### config.mk
export PLATFORM = sky130hd
export DESIGN_NAME = can_error_confinement
export DESIGN_NICKNAME = d
export VERILOG_FILES = /design/src/common/can_fc_pkg.sv /design/src/can_error_confinement.sv
export SDC_FILE = /design/constraint.sdc
export NUM_CORES = 1
export LEC_CHECK = 0
export ABC_CLOCK_PERIOD_IN_PS = 2640
export BUFFER_PORTS_ARGS = -buffer_cell sky130_fd_sc_hd__buf_4
export CAP_MARGIN = 10
export CELL_PAD_IN_SITES_DETAIL_PLACEMENT = 0
export CELL_PAD_IN_SITES_GLOBAL_PLACEMENT = 2
export CORE_MARGIN = 2
export CORE_UTILIZATION = 30
export CTS_CLUSTER_SIZE = 16
export DETAILED_ROUTE_END_ITERATION = 10
export PLACE_DENSITY = 0.88
export SLEW_MARGIN = 20
export SYNTH_ARGS = -nofsm -noshare
export SYNTH_HDL_FRONTEND = slang
export SYNTH_SLANG_ARGS = --single-unit
### constraint.sdc
create_clock -name sys_clk_in -period 2.64 [get_ports sys_clk_in]
set_clock_uncertainty 0.1 [all_clocks]
set_input_delay 0 -clock sys_clk_in [delete_from_list [all_inputs] [get_ports sys_clk_in]]
set_output_delay 0 -clock sys_clk_in [all_outputs]
set_load 0.005 [all_outputs]
### src/common/can_fc_pkg.sv
// constants, encodings and carrier types for the can error confinement block
package can_fc_pkg;

    // register byte offsets on the apb side
    localparam logic [11:0] INTF_OFFSET   = 12'h000;   // interrupt_flag_register
    localparam logic [11:0] FCOUNT_OFFSET = 12'h004;   // fault_count_register

    // field positions in interrupt_flag_register
    localparam int TXFREE_LSB  = 2;    // tx_buffer_free_flag, one bit per buffer
    localparam int ERRIRQ_BIT  = 5;    // error_irq_flag
    localparam int ANYWARN_BIT = 8;    // any_warning_flag
    localparam int TXWARN_BIT  = 10;   // tx_warning_flag
    localparam int TXPASS_BIT  = 12;   // tx_passive_flag
    localparam int TXBOFF_BIT  = 13;   // tx_busoff_flag
    localparam int RXOVF_LSB   = 14;   // rx_overflow_flag, two bits

    // field positions in fault_count_register
    localparam int RXCNT_LSB = 0;      // rx_fault_count
    localparam int TXCNT_LSB = 16;     // tx_fault_count

    // error counter width and thresholds
    localparam int          CNT_W        = 9;
    localparam logic [8:0]  CNT_RESET    = 9'h000;
    localparam logic [8:0]  CNT_MAX      = 9'h1ff;
    localparam logic [8:0]  ERR_STEP     = 9'h008;
    localparam logic [8:0]  WARN_LIMIT   = 9'h060;   // 96
    localparam logic [8:0]  PASS_LIMIT   = 9'h080;   // 128
    localparam logic [8:0]  BOFF_LIMIT   = 9'h100;   // 256

    // dominant run limits after an error flag
    localparam logic [3:0]  RUN_ACTIVE   = 4'he;     // 14th dominant bit
    localparam logic [3:0]  RUN_PASSIVE  = 4'h8;     // 8th dominant bit
    localparam logic [3:0]  RUN_STEP     = 4'h8;     // every 8 further bits

    // bus-off recovery and end-of-frame counts
    localparam logic [3:0]  IDLE_RUN_BITS = 4'hb;    // 11 recessive bits
    localparam logic [7:0]  RECOVER_SEQS  = 8'h80;   // 128 sequences
    localparam logic [2:0]  EOF_BITS      = 3'h7;

    // value after reset of register bits
    localparam logic [31:0] REG_RESET = 32'h0000_0000;

    // frame field the protocol engine is in
    typedef enum logic [3:0] {
        F_IDLE      = 4'b0000,
        F_ARB       = 4'b0001,
        F_CTRL_DATA = 4'b0010,
        F_CRC       = 4'b0011,
        F_CRC_DEL   = 4'b0100,
        F_ACK_SLOT  = 4'b0101,
        F_ACK_DEL   = 4'b0110,
        F_EOF       = 4'b0111,
        F_IFS       = 4'b1000,
        F_ERR_FLAG  = 4'b1001,
        F_POST_FLAG = 4'b1010
    } field_t;

    // fault confinement state
    typedef enum logic [1:0] {
        ST_ACTIVE  = 2'b00,
        ST_PASSIVE = 2'b01,
        ST_BUSOFF  = 2'b10
    } conf_state_t;

    // position of the current bit as told by the protocol engine
    typedef struct packed {
        logic   txing;        // node is transmitter of this frame
        logic   rxing;        // node is receiver of this frame
        field_t field;        // field of the current bit
        logic   tx_bit;       // level driven, 1 = recessive
        logic   stuff_bit;    // current bit is a stuff bit
        logic   before_rtr;   // bit lies ahead of the remote request bit
    } frame_pos_t;

    // receive counter events from the receive checker
    typedef struct packed {
        logic inc1;
        logic inc8;
        logic dec;
    } rx_evt_t;

endpackage

### src/can_error_confinement.sv
// transmit error detection and fault confinement with apb register access
//
// Summary of operation
// RL1 - recessive ack slot unseen: ack error, retry
// RL2 - dominant in delimiters/eof/ifs: form error flag
// RL3 - drove dominant, saw recessive: bit error
// RL4 - recessive overwritten in arbitration/ack: no error
// RL5 - error flag sent adds 8 to tx count
// RL6 - passive ack error leaves tx count alone
// RL7 - arbitration stuff error leaves tx count alone
// RL8 - bit error in active flag adds 8
// RL9 - dominant run after flag adds 8 repeatedly
// RL10 - successful frame decrements tx count by 1, not below 0
// RL11 - free transmit buffer sets its own flag
// RL12 - warning flag at 96, irq on rise
// RL13 - passive flag above 127, irq on rise
// RL14 - bus-off flag above 255, not software clearable
// RL15 - clearing error irq leaves status flags
// RL16 - active/passive error flags; bus-off stays silent
// RL17 - passive when either count reaches 128
// RL18 - bus-off until 128 runs of 11 recessive
// RL19 - any-warning flag while either count >= 96
// RL20 - both counts readable through one register
// RL21 - overflow flags block clearing error irq
// RL22 - error frame, abandon, retransmit soonest
// RL23 - failed buffer gets fault flag, stays pending
// RL24 - reset clears counts, flags; error active
//
// Design decisions made here: the APB interface to the registers and the placing of the registers.
module can_error_confinement
    import can_fc_pkg::*;
#(
    parameter int unsigned NUM_TX_BUF = 3
) (
    // clock and reset
    input  wire logic                  sys_clk_in,
    input  wire logic                  rstn_in,
    // apb slave
    input  wire logic                  psel_in,
    input  wire logic                  penable_in,
    input  wire logic                  pwrite_in,
    input  wire logic [11:0]           paddr_in,
    input  wire logic [31:0]           pwdata_in,
    output logic      [31:0]           prdata_out,
    output logic                       pready_out,
    output logic                       pslverr_out,
    // bus pin and protocol engine
    input  wire logic                  can_rx_in,
    input  wire logic                  bit_sample_in,
    input  wire frame_pos_t            frame_pos_in,
    input  wire rx_evt_t               rx_evt_in,
    // transmit buffers and receive overflow
    input  wire logic [NUM_TX_BUF-1:0] tx_request_bit_in,
    input  wire logic [1:0]            tx_buf_sel_in,
    input  wire logic [1:0]            rx_overflow_set_in,
    // to protocol engine and system
    output logic                       err_flag_req_out,
    output logic                       err_flag_recessive_out,
    output logic                       retx_req_out,
    output logic                       bus_off_out,
    output logic [NUM_TX_BUF-1:0]      tx_fault_flag_out,
    output logic                       error_irq_out,
    output logic                       tx_irq_out
);

    // saturating add of one error step
    function automatic logic [CNT_W-1:0] add_step(input logic [CNT_W-1:0] v);
        logic [CNT_W:0] s;
        s = {1'b0, v} + {1'b0, ERR_STEP};
        add_step = s[CNT_W] ? CNT_MAX : s[CNT_W-1:0];
    endfunction

    // pin synchroniser and sampled level
    logic rx_s1_q;                          // first stage, read by rx_s2_q only
    logic rx_s2_q;                          // synchronised bus level
    wire  rx_dom = ~rx_s2_q;                // dominant is low

    // counters and state
    logic [CNT_W-1:0]     tec_q, tec_d;     // tx_fault_count
    logic [CNT_W-1:0]     rec_q, rec_d;     // rx_fault_count
    conf_state_t          state_q, state_d;
    logic [3:0]           run_q, run_d;     // dominant run after a flag
    logic                 flag_passive_q;   // last flag was passive
    logic [3:0]           idle_run_q;       // recessive run while bus-off
    logic [7:0]           seq_q;            // completed recovery runs
    logic [2:0]           eof_cnt_q;        // end-of-frame bits seen
    logic                 ack_ok_q;         // dominant ack seen this frame
    logic                 err_seen_q;       // any error this frame

    // flags
    logic                  warn_q, pass_q, boff_q, anywarn_q;
    logic                  errirq_q;        // error_irq_flag
    logic [1:0]            ovf_q;           // rx_overflow_flag
    logic [NUM_TX_BUF-1:0] free_q;          // tx_buffer_free_flag
    logic [NUM_TX_BUF-1:0] fault_q;         // tx_fault_flag

    // output flops
    logic        err_req_q, retx_q;
    logic [31:0] prdata_q;
    logic        pready_q, pslverr_q;

    // checks are made only on transmitted bits at the sample point
    wire field_t fld    = frame_pos_in.field;
    wire logic   tx_chk = bit_sample_in & frame_pos_in.txing & (state_q != ST_BUSOFF);
    wire logic   in_data = (fld == F_ARB) | (fld == F_CTRL_DATA) | (fld == F_CRC);
    wire logic   in_fixed = (fld == F_CRC_DEL) | (fld == F_ACK_DEL) | (fld == F_EOF)
                            | (fld == F_IFS);

    // recessive acknowledge slot not overwritten
    wire logic ack_err   = tx_chk & (fld == F_ACK_SLOT) & ~rx_dom;                  // RL1
    // dominant where the frame format demands recessive
    wire logic form_err  = tx_chk & in_fixed & rx_dom;                             // RL2
    // dominant driven but recessive read back
    wire logic bit_err_d = tx_chk & in_data & ~frame_pos_in.tx_bit & ~rx_dom;      // RL3
    // recessive overwritten counts only outside arbitration and ack slot
    wire logic bit_err_r = tx_chk & frame_pos_in.tx_bit & rx_dom
                           & ((fld == F_CTRL_DATA) | (fld == F_CRC));              // RL4
    // stuff bit ahead of remote request overwritten in arbitration
    wire logic stuff_arb = tx_chk & (fld == F_ARB) & frame_pos_in.stuff_bit
                           & frame_pos_in.before_rtr & frame_pos_in.tx_bit & rx_dom;
    // bit error inside our own active flag
    wire logic flag_err  = tx_chk & (fld == F_ERR_FLAG) & ~flag_passive_q & ~rx_dom;

    wire logic frame_err = form_err | bit_err_d | bit_err_r | stuff_arb;

    // dominant run after the flag: first limit depends on flag kind
    wire logic [3:0] run_lim = flag_passive_q ? RUN_PASSIVE : RUN_ACTIVE;
    wire logic run_hit = bit_sample_in & (fld == F_POST_FLAG) & rx_dom
                         & ((run_q + 4'h1) == run_lim);                            // RL9

    // tx and rx counter steps
    wire logic tec_add = (frame_err & ~stuff_arb)                                   // RL5 RL7
                         | (ack_err & (state_q == ST_ACTIVE))                       // RL6
                         | flag_err                                                 // RL8
                         | (run_hit & frame_pos_in.txing);                          // RL9
    wire logic rec_add = run_hit & ~frame_pos_in.txing;                             // RL9

    // last recessive eof bit of a clean, acknowledged frame
    wire logic tx_ok = tx_chk & (fld == F_EOF) & ~rx_dom & (eof_cnt_q == EOF_BITS - 3'h1)
                       & ack_ok_q & ~err_seen_q;                                    // RL10

    // bus-off recovery progress
    wire logic idle_run_done = (state_q == ST_BUSOFF) & bit_sample_in & ~rx_dom
                               & ((idle_run_q + 4'h1) == IDLE_RUN_BITS);
    wire logic recovered = idle_run_done & ((seq_q + 8'h01) == RECOVER_SEQS);       // RL18

    // apb decode
    wire logic acc_done = psel_in & penable_in & pready_q;
    wire logic hit_intf = (paddr_in == INTF_OFFSET);
    wire logic hit_cnt  = (paddr_in == FCOUNT_OFFSET);
    wire logic wr_intf  = acc_done & pwrite_in & hit_intf;
    wire logic [1:0] ovf_clr  = wr_intf ? pwdata_in[RXOVF_LSB+1:RXOVF_LSB] : 2'b00;
    // error irq only clears once both overflow flags are already clear
    wire logic errirq_clr = wr_intf & pwdata_in[ERRIRQ_BIT] & (ovf_q == 2'b00);    // RL21 RL15

    // next flag levels from next counter values
    wire logic warn_d    = (tec_d >= WARN_LIMIT);                                   // RL12
    wire logic pass_d    = (tec_d >= PASS_LIMIT);                                   // RL13
    wire logic boff_d    = (state_d == ST_BUSOFF);                                  // RL14
    wire logic anywarn_d = (tec_d >= WARN_LIMIT) | (rec_d >= WARN_LIMIT);           // RL19
    wire logic errirq_set = (warn_d & ~warn_q) | (pass_d & ~pass_q) | (boff_d & ~boff_q)
                            | (|rx_overflow_set_in);

    // register read words
    wire logic [31:0] intf_word = REG_RESET
        | (32'(free_q) << TXFREE_LSB)
        | (32'(errirq_q) << ERRIRQ_BIT)
        | (32'(anywarn_q) << ANYWARN_BIT)
        | (32'(warn_q) << TXWARN_BIT)
        | (32'(pass_q) << TXPASS_BIT)
        | (32'(boff_q) << TXBOFF_BIT)
        | (32'(ovf_q) << RXOVF_LSB);
    wire logic [31:0] cnt_word = REG_RESET
        | (32'(rec_q) << RXCNT_LSB)
        | (32'(tec_q) << TXCNT_LSB); // RL20
    wire logic [31:0] rd_word = hit_intf ? intf_word : (hit_cnt ? cnt_word : REG_RESET);

    // transmit counter next value
    always_comb begin
        tec_d = tec_q;
        if (recovered) begin
            tec_d = CNT_RESET;                                                      // RL18
        end else if (state_q == ST_BUSOFF) begin
            tec_d = tec_q;                                                          // RL16
        end else if (tec_add) begin
            tec_d = add_step(tec_q);
        end else if (tx_ok && (tec_q != CNT_RESET)) begin
            tec_d = tec_q - 9'h001;                                                 // RL10
        end
    end

    // receive counter next value, fed by the receive checker
    always_comb begin
        rec_d = rec_q;
        if (recovered) begin
            rec_d = CNT_RESET;
        end else if (state_q == ST_BUSOFF) begin
            rec_d = rec_q;
        end else if (rec_add || rx_evt_in.inc8) begin
            rec_d = add_step(rec_q);
        end else if (rx_evt_in.inc1 && (rec_q != CNT_MAX)) begin
            rec_d = rec_q + 9'h001;
        end else if (rx_evt_in.dec && (rec_q != CNT_RESET)) begin
            rec_d = rec_q - 9'h001;
        end
    end

    // confinement state from counters; bus-off holds until recovery
    always_comb begin
        state_d = state_q;
        unique case (state_q)
            ST_BUSOFF: begin
                if (recovered) begin
                    state_d = ST_ACTIVE;                                            // RL18
                end
            end
            ST_ACTIVE, ST_PASSIVE: begin
                if (tec_d >= BOFF_LIMIT) begin
                    state_d = ST_BUSOFF;                                            // RL18
                end else if ((tec_d >= PASS_LIMIT) || (rec_d >= PASS_LIMIT)) begin
                    state_d = ST_PASSIVE;                                           // RL17
                end else begin
                    state_d = ST_ACTIVE;                                            // RL17
                end
            end
            default: begin
                state_d = ST_BUSOFF;
            end
        endcase
    end

    // dominant run counter after an error flag
    always_comb begin
        run_d = run_q;
        if (fld != F_POST_FLAG) begin
            run_d = 4'h0;
        end else if (bit_sample_in && !rx_dom) begin
            run_d = 4'h0;
        end else if (run_hit) begin
            run_d = run_lim - RUN_STEP;                                             // RL9
        end else if (bit_sample_in) begin
            run_d = run_q + 4'h1;
        end
    end

    // pin synchroniser
    always_ff @(posedge sys_clk_in or negedge rstn_in) begin
        if (!rstn_in) begin
            rx_s1_q <= 1'b1;
            rx_s2_q <= 1'b1;
        end else begin
            rx_s1_q <= can_rx_in;
            rx_s2_q <= rx_s1_q;
        end
    end

    // counters and confinement state
    always_ff @(posedge sys_clk_in or negedge rstn_in) begin
        if (!rstn_in) begin
            tec_q   <= CNT_RESET; // RL24
            rec_q   <= CNT_RESET; // RL24
            state_q <= ST_ACTIVE; // RL24
            run_q   <= 4'h0;
        end else begin
            tec_q   <= tec_d;
            rec_q   <= rec_d;
            state_q <= state_d;
            run_q   <= run_d;
        end
    end

    // per-frame tracking and flag kind
    always_ff @(posedge sys_clk_in or negedge rstn_in) begin
        if (!rstn_in) begin
            flag_passive_q <= 1'b0;
            eof_cnt_q      <= 3'h0;
            ack_ok_q       <= 1'b0;
            err_seen_q     <= 1'b0;
        end else begin
            // flag kind is fixed when the flag starts
            if (fld != F_ERR_FLAG && fld != F_POST_FLAG) begin
                flag_passive_q <= (state_q != ST_ACTIVE);
            end
            // eof bit count
            if (fld != F_EOF) begin
                eof_cnt_q <= 3'h0;
            end else if (bit_sample_in) begin
                eof_cnt_q <= eof_cnt_q + 3'h1;
            end
            // frame bookkeeping restarts at idle
            if (fld == F_IDLE) begin
                ack_ok_q   <= 1'b0;
                err_seen_q <= 1'b0;
            end else begin
                if (tx_chk && fld == F_ACK_SLOT && rx_dom) begin
                    ack_ok_q <= 1'b1;
                end
                if (frame_err || ack_err) begin
                    err_seen_q <= 1'b1;
                end
            end
        end
    end

    // bus-off recovery counting
    always_ff @(posedge sys_clk_in or negedge rstn_in) begin
        if (!rstn_in) begin
            idle_run_q <= 4'h0;
            seq_q      <= 8'h00;
        end else if (state_q != ST_BUSOFF) begin
            idle_run_q <= 4'h0;
            seq_q      <= 8'h00;
        end else if (bit_sample_in) begin
            // a dominant bit restarts the current run only
            if (rx_dom || idle_run_done) begin
                idle_run_q <= 4'h0;
            end else begin
                idle_run_q <= idle_run_q + 4'h1;
            end
            if (idle_run_done) begin
                seq_q <= seq_q + 8'h01;                                             // RL18
            end
        end
    end

    // status and interrupt flags
    always_ff @(posedge sys_clk_in or negedge rstn_in) begin
        if (!rstn_in) begin
            warn_q    <= 1'b0; // RL24
            pass_q    <= 1'b0;
            boff_q    <= 1'b0;
            anywarn_q <= 1'b0;
            errirq_q  <= 1'b0;
            ovf_q     <= 2'b00;
        end else begin
            // status flags follow the counters, never software
            warn_q    <= warn_d;    // RL12
            pass_q    <= pass_d;    // RL13
            boff_q    <= boff_d;    // RL14
            anywarn_q <= anywarn_d; // RL19
            // set wins over a clear in the same cycle
            errirq_q  <= errirq_set | (errirq_q & ~errirq_clr);                    // RL15
            ovf_q     <= rx_overflow_set_in | (ovf_q & ~ovf_clr);
        end
    end

    // transmit buffer flags
    always_ff @(posedge sys_clk_in or negedge rstn_in) begin
        if (!rstn_in) begin
            free_q  <= '0;
            fault_q <= '0;
        end else begin
            // free while not scheduled
            free_q <= ~tx_request_bit_in;                                           // RL11
            for (int i = 0; i < NUM_TX_BUF; i++) begin
                if ((frame_err || ack_err) && (tx_buf_sel_in == i[1:0])) begin
                    fault_q[i] <= 1'b1;                                             // RL23
                end else if (free_q[i] && tx_request_bit_in[i]) begin
                    // a new request clears the old fault
                    fault_q[i] <= 1'b0;
                end
            end
        end
    end

    // requests to the protocol engine
    always_ff @(posedge sys_clk_in or negedge rstn_in) begin
        if (!rstn_in) begin
            err_req_q <= 1'b0;
            retx_q    <= 1'b0;
        end else begin
            // ack errors retry without an error frame
            err_req_q <= frame_err;                                                 // RL2 RL22
            retx_q    <= frame_err | ack_err;                                       // RL1 RL22
        end
    end

    // apb slave: no wait state, ready with data in the first access cycle
    always_ff @(posedge sys_clk_in or negedge rstn_in) begin
        if (!rstn_in) begin
            pready_q  <= 1'b0;
            pslverr_q <= 1'b0;
            prdata_q  <= REG_RESET;
        end else begin
            pready_q  <= psel_in & ~penable_in;
            if (psel_in && !penable_in) begin
                pslverr_q <= ~(hit_intf | hit_cnt);
                prdata_q  <= pwrite_in ? REG_RESET : rd_word;
            end else if (acc_done) begin
                pslverr_q <= 1'b0;
                prdata_q  <= REG_RESET;
            end
        end
    end

    // outputs
    assign prdata_out             = prdata_q;
    assign pready_out             = pready_q;
    assign pslverr_out            = pslverr_q;
    assign err_flag_req_out       = err_req_q;
    assign err_flag_recessive_out = flag_passive_q;                                 // RL16
    assign retx_req_out           = retx_q;
    assign bus_off_out            = boff_q;                                         // RL16
    assign tx_fault_flag_out      = fault_q;
    assign error_irq_out          = errirq_q;
    assign tx_irq_out             = |free_q;                                        // RL11

endmodule

After elaboration in Yosys (flattened, before gate mapping)
Cells that the tools add are included.
{"block": "word_totals", "input_bits": 70, "register_bits": 93, "out_inout_bits": 43, "elab_cells": 243}
{"block": "op_classes", "n_lt_le_gt_ge": 5, "reduce_logical": 41, "eq_ne": 25, "n_mux": 46, "n_addsub": 10, "n_bitwise": 89}
{"operator": "9-bit 2-to-1 mux", "n": 11}
{"operator": "25-bit 2-to-1 mux", "n": 3}
{"operator": "32-bit 2-to-1 mux", "n": 2}
{"operator": "1-bit AND", "n": 47}
{"operator": "4-bit 2-to-1 mux", "n": 7}
{"operator": "9-bit by 25-bit bitwise OR with 25-bit output", "n": 1}
{"operator": "8-bit 2-to-1 mux", "n": 3}
{"operator": "9-bit by 4-bit adder with 10-bit output (second input constant)", "n": 2}
{"operator": "2-bit nonzero test", "n": 10}
{"operator": "1-bit bitwise OR", "n": 19}
{"operator": "9-bit by 7-bit >= comparator with 1-bit output (second input constant)", "n": 2}
{"operator": "9-bit by 8-bit >= comparator with 1-bit output (second input constant)", "n": 2}
{"operator": "9-bit nonzero test", "n": 2}
{"operator": "9-bit by 1-bit subtractor with 9-bit output (second input constant)", "n": 2}
{"operator": "4-bit by 3-bit equality test with 1-bit output (second input constant)", "n": 4}
{"operator": "4-bit equality test (second input constant)", "n": 4}
{"operator": "14-bit by 16-bit bitwise OR with 16-bit output", "n": 1}
{"operator": "1-bit logical AND", "n": 14}
{"operator": "13-bit by 14-bit bitwise OR with 14-bit output", "n": 1}
{"operator": "1-bit 2-to-1 mux", "n": 13}
{"operator": "11-bit by 13-bit bitwise OR with 13-bit output", "n": 1}
{"operator": "12-bit by 3-bit equality test with 1-bit output (second input constant)", "n": 1}
{"operator": "12-bit zero test", "n": 1}
{"operator": "1-bit inverter", "n": 12}
{"operator": "other kinds (35)", "n": 51}

Longest topological paths before layout
{"block": "logic_depth", "word_depth": 26, "ltp_mapped": 12}

Worst setup path after synthesis
Ideal clock, no wire load.
{"block": "synth_timing", "kind": "reg-to-reg", "startpoint": "reg rec_q[5]", "endpoint": "reg anywarn_q", "setup_ps": 124, "path_buffers": 1, "path_slack_ps": -68, "path_stages_with_launch": 13, "arrival_time_ps": 2484, "cell_sequence": "dfrtp_1 > clkbuf_1 > and3_1 > nand3_1 > nor2_1 > ha_1 > nand2b_1 > and4b_1 > a32oi_1 > a21o_1 > a221oi_2 > o22ai_1 > a211o_1"}
{"block": "synth_between", "elab_chain_len": 9}
{"item": "start: declaration", "line": "can_error_confinement.sv:80", "source": "logic [CNT_W-1:0] rec_q, rec_d;"}
{"item": "start signal: assignment", "line": "can_error_confinement.sv:266", "source": "rec_q <= rec_d;"}
{"item": "parallel branches: the longest is 5 deep, another holds 9-bit by 1-bit subtractor with 9-bit output"}
{"item": "9-bit 2-to-1 mux *", "line": "can_error_confinement.sv:197", "source": "end else if (state_q == ST_BUSOFF) begin"}
{"item": "9-bit 2-to-1 mux *", "line": "can_error_confinement.sv:195", "source": "if (recovered) begin"}
{"item": "9-bit by 7-bit >= comparator with 1-bit output *", "line": "can_error_confinement.sv:160", "source": "wire logic anywarn_d = (tec_d >= WARN_LIMIT) | (rec_d >= WARN_LIMIT);"}
{"item": "1-bit bitwise OR *", "line": "can_error_confinement.sv:160"}
{"item": "via anywarn_d", "line": "can_error_confinement.sv:160"}
{"item": "end signal: assignment", "line": "can_error_confinement.sv:340", "source": "anywarn_q <= anywarn_d;"}
{"item": "end: declaration", "line": "can_error_confinement.sv:91", "source": "logic warn_q, pass_q, boff_q, anywarn_q;"}
Mark *: on every way through the listed nets, which the timed path passes.
A chain may end at the register's enable or synchronous reset.

Worst setup path in the final report
{"block": "layout_timing", "startpoint": "reg run_q[0]", "endpoint": "reg errirq_q (netlist: error_irq_out)"}
{"item": "start: declaration", "line": "can_error_confinement.sv:82", "source": "logic [3:0] run_q, run_d;"}
{"item": "start signal: assignment", "line": "can_error_confinement.sv:268", "source": "run_q <= run_d;"}
{"item": "4-bit by 1-bit adder with 4-bit output", "line": "can_error_confinement.sv:129", "source": "& ((run_q + 4'h1) == run_lim);"}
{"item": "4-bit equality test", "line": "can_error_confinement.sv:129"}
{"item": "1-bit AND", "line": "can_error_confinement.sv:129"}
{"item": "1-bit AND", "line": "can_error_confinement.sv:135", "source": "| (run_hit & frame_pos_in.txing);"}
{"item": "1-bit bitwise OR", "line": "can_error_confinement.sv:135"}
{"item": "9-bit 2-to-1 mux", "line": "can_error_confinement.sv:185", "source": "end else if (tec_add) begin"}
{"item": "9-bit 2-to-1 mux", "line": "can_error_confinement.sv:183", "source": "end else if (state_q == ST_BUSOFF) begin"}
{"item": "9-bit 2-to-1 mux", "line": "can_error_confinement.sv:181", "source": "if (recovered) begin"}
{"item": "9-bit by 7-bit >= comparator with 1-bit output", "line": "can_error_confinement.sv:157", "source": "wire logic warn_d = (tec_d >= WARN_LIMIT);"}
{"item": "via warn_d", "line": "can_error_confinement.sv:157"}
{"item": "1-bit AND", "line": "can_error_confinement.sv:161", "source": "wire logic errirq_set = (warn_d & ~warn_q) | (pass_d & ~pass_q) | (boff_d & ~boff_q)"}
{"item": "1-bit bitwise OR (2 in series)", "line": "can_error_confinement.sv:161"}
{"item": "1-bit bitwise OR", "line": "can_error_confinement.sv:162", "source": "| (|rx_overflow_set_in);"}
{"item": "1-bit bitwise OR", "line": "can_error_confinement.sv:342", "source": "errirq_q <= errirq_set | (errirq_q & ~errirq_clr);"}
{"item": "end signal: assignment", "line": "can_error_confinement.sv:342"}
{"item": "end: declaration", "line": "can_error_confinement.sv:92", "source": "logic errirq_q;"}
The timed path passes the listed nets, and every way through them passes these cells.

==> qor.txt <==
Final GP Congestion = 0.863
CTS Sinks = 84
Yosys warnings = 0
CP Max Fanout = 4
Ports = 113
Post-Syn Instances = 513
root buffer cell = clkbuf_16
final hold vios = 1
CTS buffer count = 9
unrepaired setup endpoints after global routing = yes
worst-margin pin slew = 623 ps
EDFF count, synth = 0
worst rel slew slack = 58.4%
combinational power share = 40.0%
dpl cells = 844
leading cell type in the layout, fill and taps excluded = buf_4
Worst Setup SP = run_q[0]$_DFFE_PN0P_
# Max-Cap Violations = 0
wire length per cell = 15.4 um
CP Class = flip-flop to flip-flop
ys flop type = dfrtp_1
Clock Latency Late Sink = 360 ps
antenna violation net count after detailed routing = 0
Synth cell types = 80
Tmin final = 2690 ps
CP endpoint = error_irq_out$_DFF_PN0_
Sequential Power Share = 33.9%
Pint = 3.02 mW
Worst-path clk slew = 70 ps
asr flop ratio synth = 100%
worst r2r src = run_q[0]$_DFFE_PN0P_
DRT iter0 DRCs = 281
Synth Area per Inst = 9.53 sq um
fin nets = 758
Detailed Routing Iterations Pass 1 = 4
Psw = 1.77 mW
synthesized cell area = 0.00489 sq mm
vias per cell = 5.04
setup violators final = 2
CP Data Arrival Time = 2840 ps
Initial Utilization = 30.8%
clock network power share = 26.2%
initial antenna violation count = 0
sw frac = 37.0%
status = finished with violations
row cnt = 46
sequential element share of the synthesized area = 43.1%
via count = 4504
worst setup margin = -53.7 ps
Die Wd = 132 um
layout cells sized above 1 = 29.9%
DRC = 0
Worst Reg-to-Reg Cells = 8
endpoint class of the critical path = flip-flop
gr usage total = 15.8%
FF+latch count, synth = 84
first-pass GRT wire length = 22400 um
most frequent cells in the layout = buf_4 (139), dfrtp_1 (82), nor2_1 (54)
diode count = 0
Non-Filler Instances = 894
failing checks = hold timing, setup timing
largest net degree at the start of global routing = 49
max frequency = 0.371 GHz
r2r endpoint = error_irq_out$_DFF_PN0_
CP startpoint kind = flip-flop
hpwl dp = 9810 um
DIE HEIGHT = 132 um
H-tree depth = 3
r2r setup slk = -50 ps
maximum buffer depth of the clock tree = 2
pwr/cell area = 703 mW/mm^2
number of global-route vias before repair = 4528
gr ovfl total = 0
type of the worst min-delay path = input port to flip-flop
maximum vdd ir drop = 394 uV
Static Leak = 3.07 nW
die footprint = 0.0173 sq mm
area delta synth->final = 39.4%
core area = 0.0159 sq mm
CTS tree = done
Worst EP required = 2790 ps
hold_ws = -1.97 ps
DRT Wirelength = 13700 um
Buffers on Ports = 73
fin crit share = 102%
Slew Limit Fails = 0
==> worst max-delay path: stages (launching register included) <==
cell,delay [ps]
dfrtp_1,410
ha_4,260
nand3b_1,150
mux2_4,300
o41ai_4,330
o21ai_2,120
o311a_1,390
a31o_4,250
a221o_1,280
==> worst min-delay path by stage <==
stage	from	to	slack, ps	cells past startpoint
6_report	frame_pos_in[8]	retx_req_out$_DFF_PN0_	-2	3
3_3_place_gp	rstn_in	run_q[3]$_DFFE_PN0P_	-40	1
4_1_cts	frame_pos_in[5]	err_flag_recessive_out$_DFFE_PN0P_	4	3
2_1_floorplan	rstn_in	ack_ok_q$_DFFE_PN0P_	-400	0
3_5_place_dp	rstn_in	retx_req_out$_DFF_PN0_	-30	1
5_1_grt	frame_pos_in[8]	retx_req_out$_DFF_PN0_	40	3
==> through the flow <==
step                      setup WS [ps]  utilization (%)  cell area (sq um)  power (mW)  setup TNS, ps
after floorplan                   0.658                -               4930        2.65              0
after global placement            -34.8             38.0               6040        3.36          -34.8
after detailed placement          -47.3             38.0               6040        3.38          -80.9
after CTS                         -27.3             42.1               6690        4.73          -33.8
after global routing               -146             42.9               6810        5.07           -229
final                             -53.7             42.9               6810        4.79          -57.4
==> Yosys cell counts (5+ instances only) <==
| cell type | instances | share of area [%] |
|---|---|---|
| nor2_1 | 54 | 4.1 |
| o21ai_0 | 22 | 2.3 |
| nand2b_1 | 8 | 1.0 |
| inv_1 | 23 | 1.8 |
| nor3_1 | 17 | 1.7 |
| ha_1 | 15 | 3.8 |
| xor2_1 | 7 | 1.3 |
| a211oi_1 | 7 | 1.1 |
| nand2_1 | 48 | 3.7 |
| a21oi_1 | 21 | 2.2 |
| and3_1 | 5 | 0.64 |
| a22oi_1 | 8 | 1.2 |
| nor3b_1 | 8 | 1.2 |
| a31oi_1 | 5 | 0.64 |
| dfrtp_1 | 82 | 42 |
| a22o_1 | 20 | 3.6 |
| nand3_1 | 18 | 1.8 |
| clkbuf_1 | 11 | 0.84 |
| xnor2_1 | 12 | 2.2 |
| nor4_1 | 9 | 1.2 |
| buf_4 | 10 | 1.5 |
==> layer usage <==
| layer | track usage (%) | part of all wire, % |
|---|---|---|
| met4 | 7.00 | 2.0 |
| met3 | 3.24 | 5.3 |
| met2 | 26.2 | 48 |
| met5 | 0 | 0 |
| met1 | 20.0 | 45 |
==> cell families after synthesis <==
logic type	Yosys count	synth area share [%]
flops	84	43.1
buf+inv	53	5.53
other cells	1	0.0767
compound gates	130	20.6
mux	7	1.51
fa+ha+maj	15	3.84
xor+xnor	19	3.41
simple gates	204	22.0
==> power by group through the flow <==
stage	Combinational (mW)	Sequential [mW]	Clock (mW)
final	1.91	1.62	1.25
after global routing	2.08	1.65	1.34
after CTS	1.82	1.62	1.29
after detailed placement	1.74	1.64	0
after global placement	1.72	1.64	0
after floorplan	0.995	1.65	0
==> what timing repair did <==
item,4_1_cts,5_1_grt
buffers inserted,0,4
pin swaps,4,7
hold buffers,30,0
gates resized for setup,7,17
endpoints found under the hold margin,68,0
endpoints found under the setup margin,3,9
gates cloned,0,0
==> sequential cells by signal, summed over array words and instances (netlist names), 2 cells and up <==
register           count
ovf_q                  2
tx_fault_flag_out      3
tec_q                  9
run_q                  4
idle_run_q             4
state_q                2
prdata_out            23
rec_q                  9
free_q                 3
seq_q                  8
eof_cnt_q              3
==> final cells by class <==
type,count,area [sq um]
well taps,216,270
inverters,24,90.1
clock inverters,7,73.8
fillers,1553,9070
clock buffers,9,225
flip-flops and latches,84,2100
repair buffers,170,1360
multi-input cells,384,2690
(Power assumes the default switching activity.)
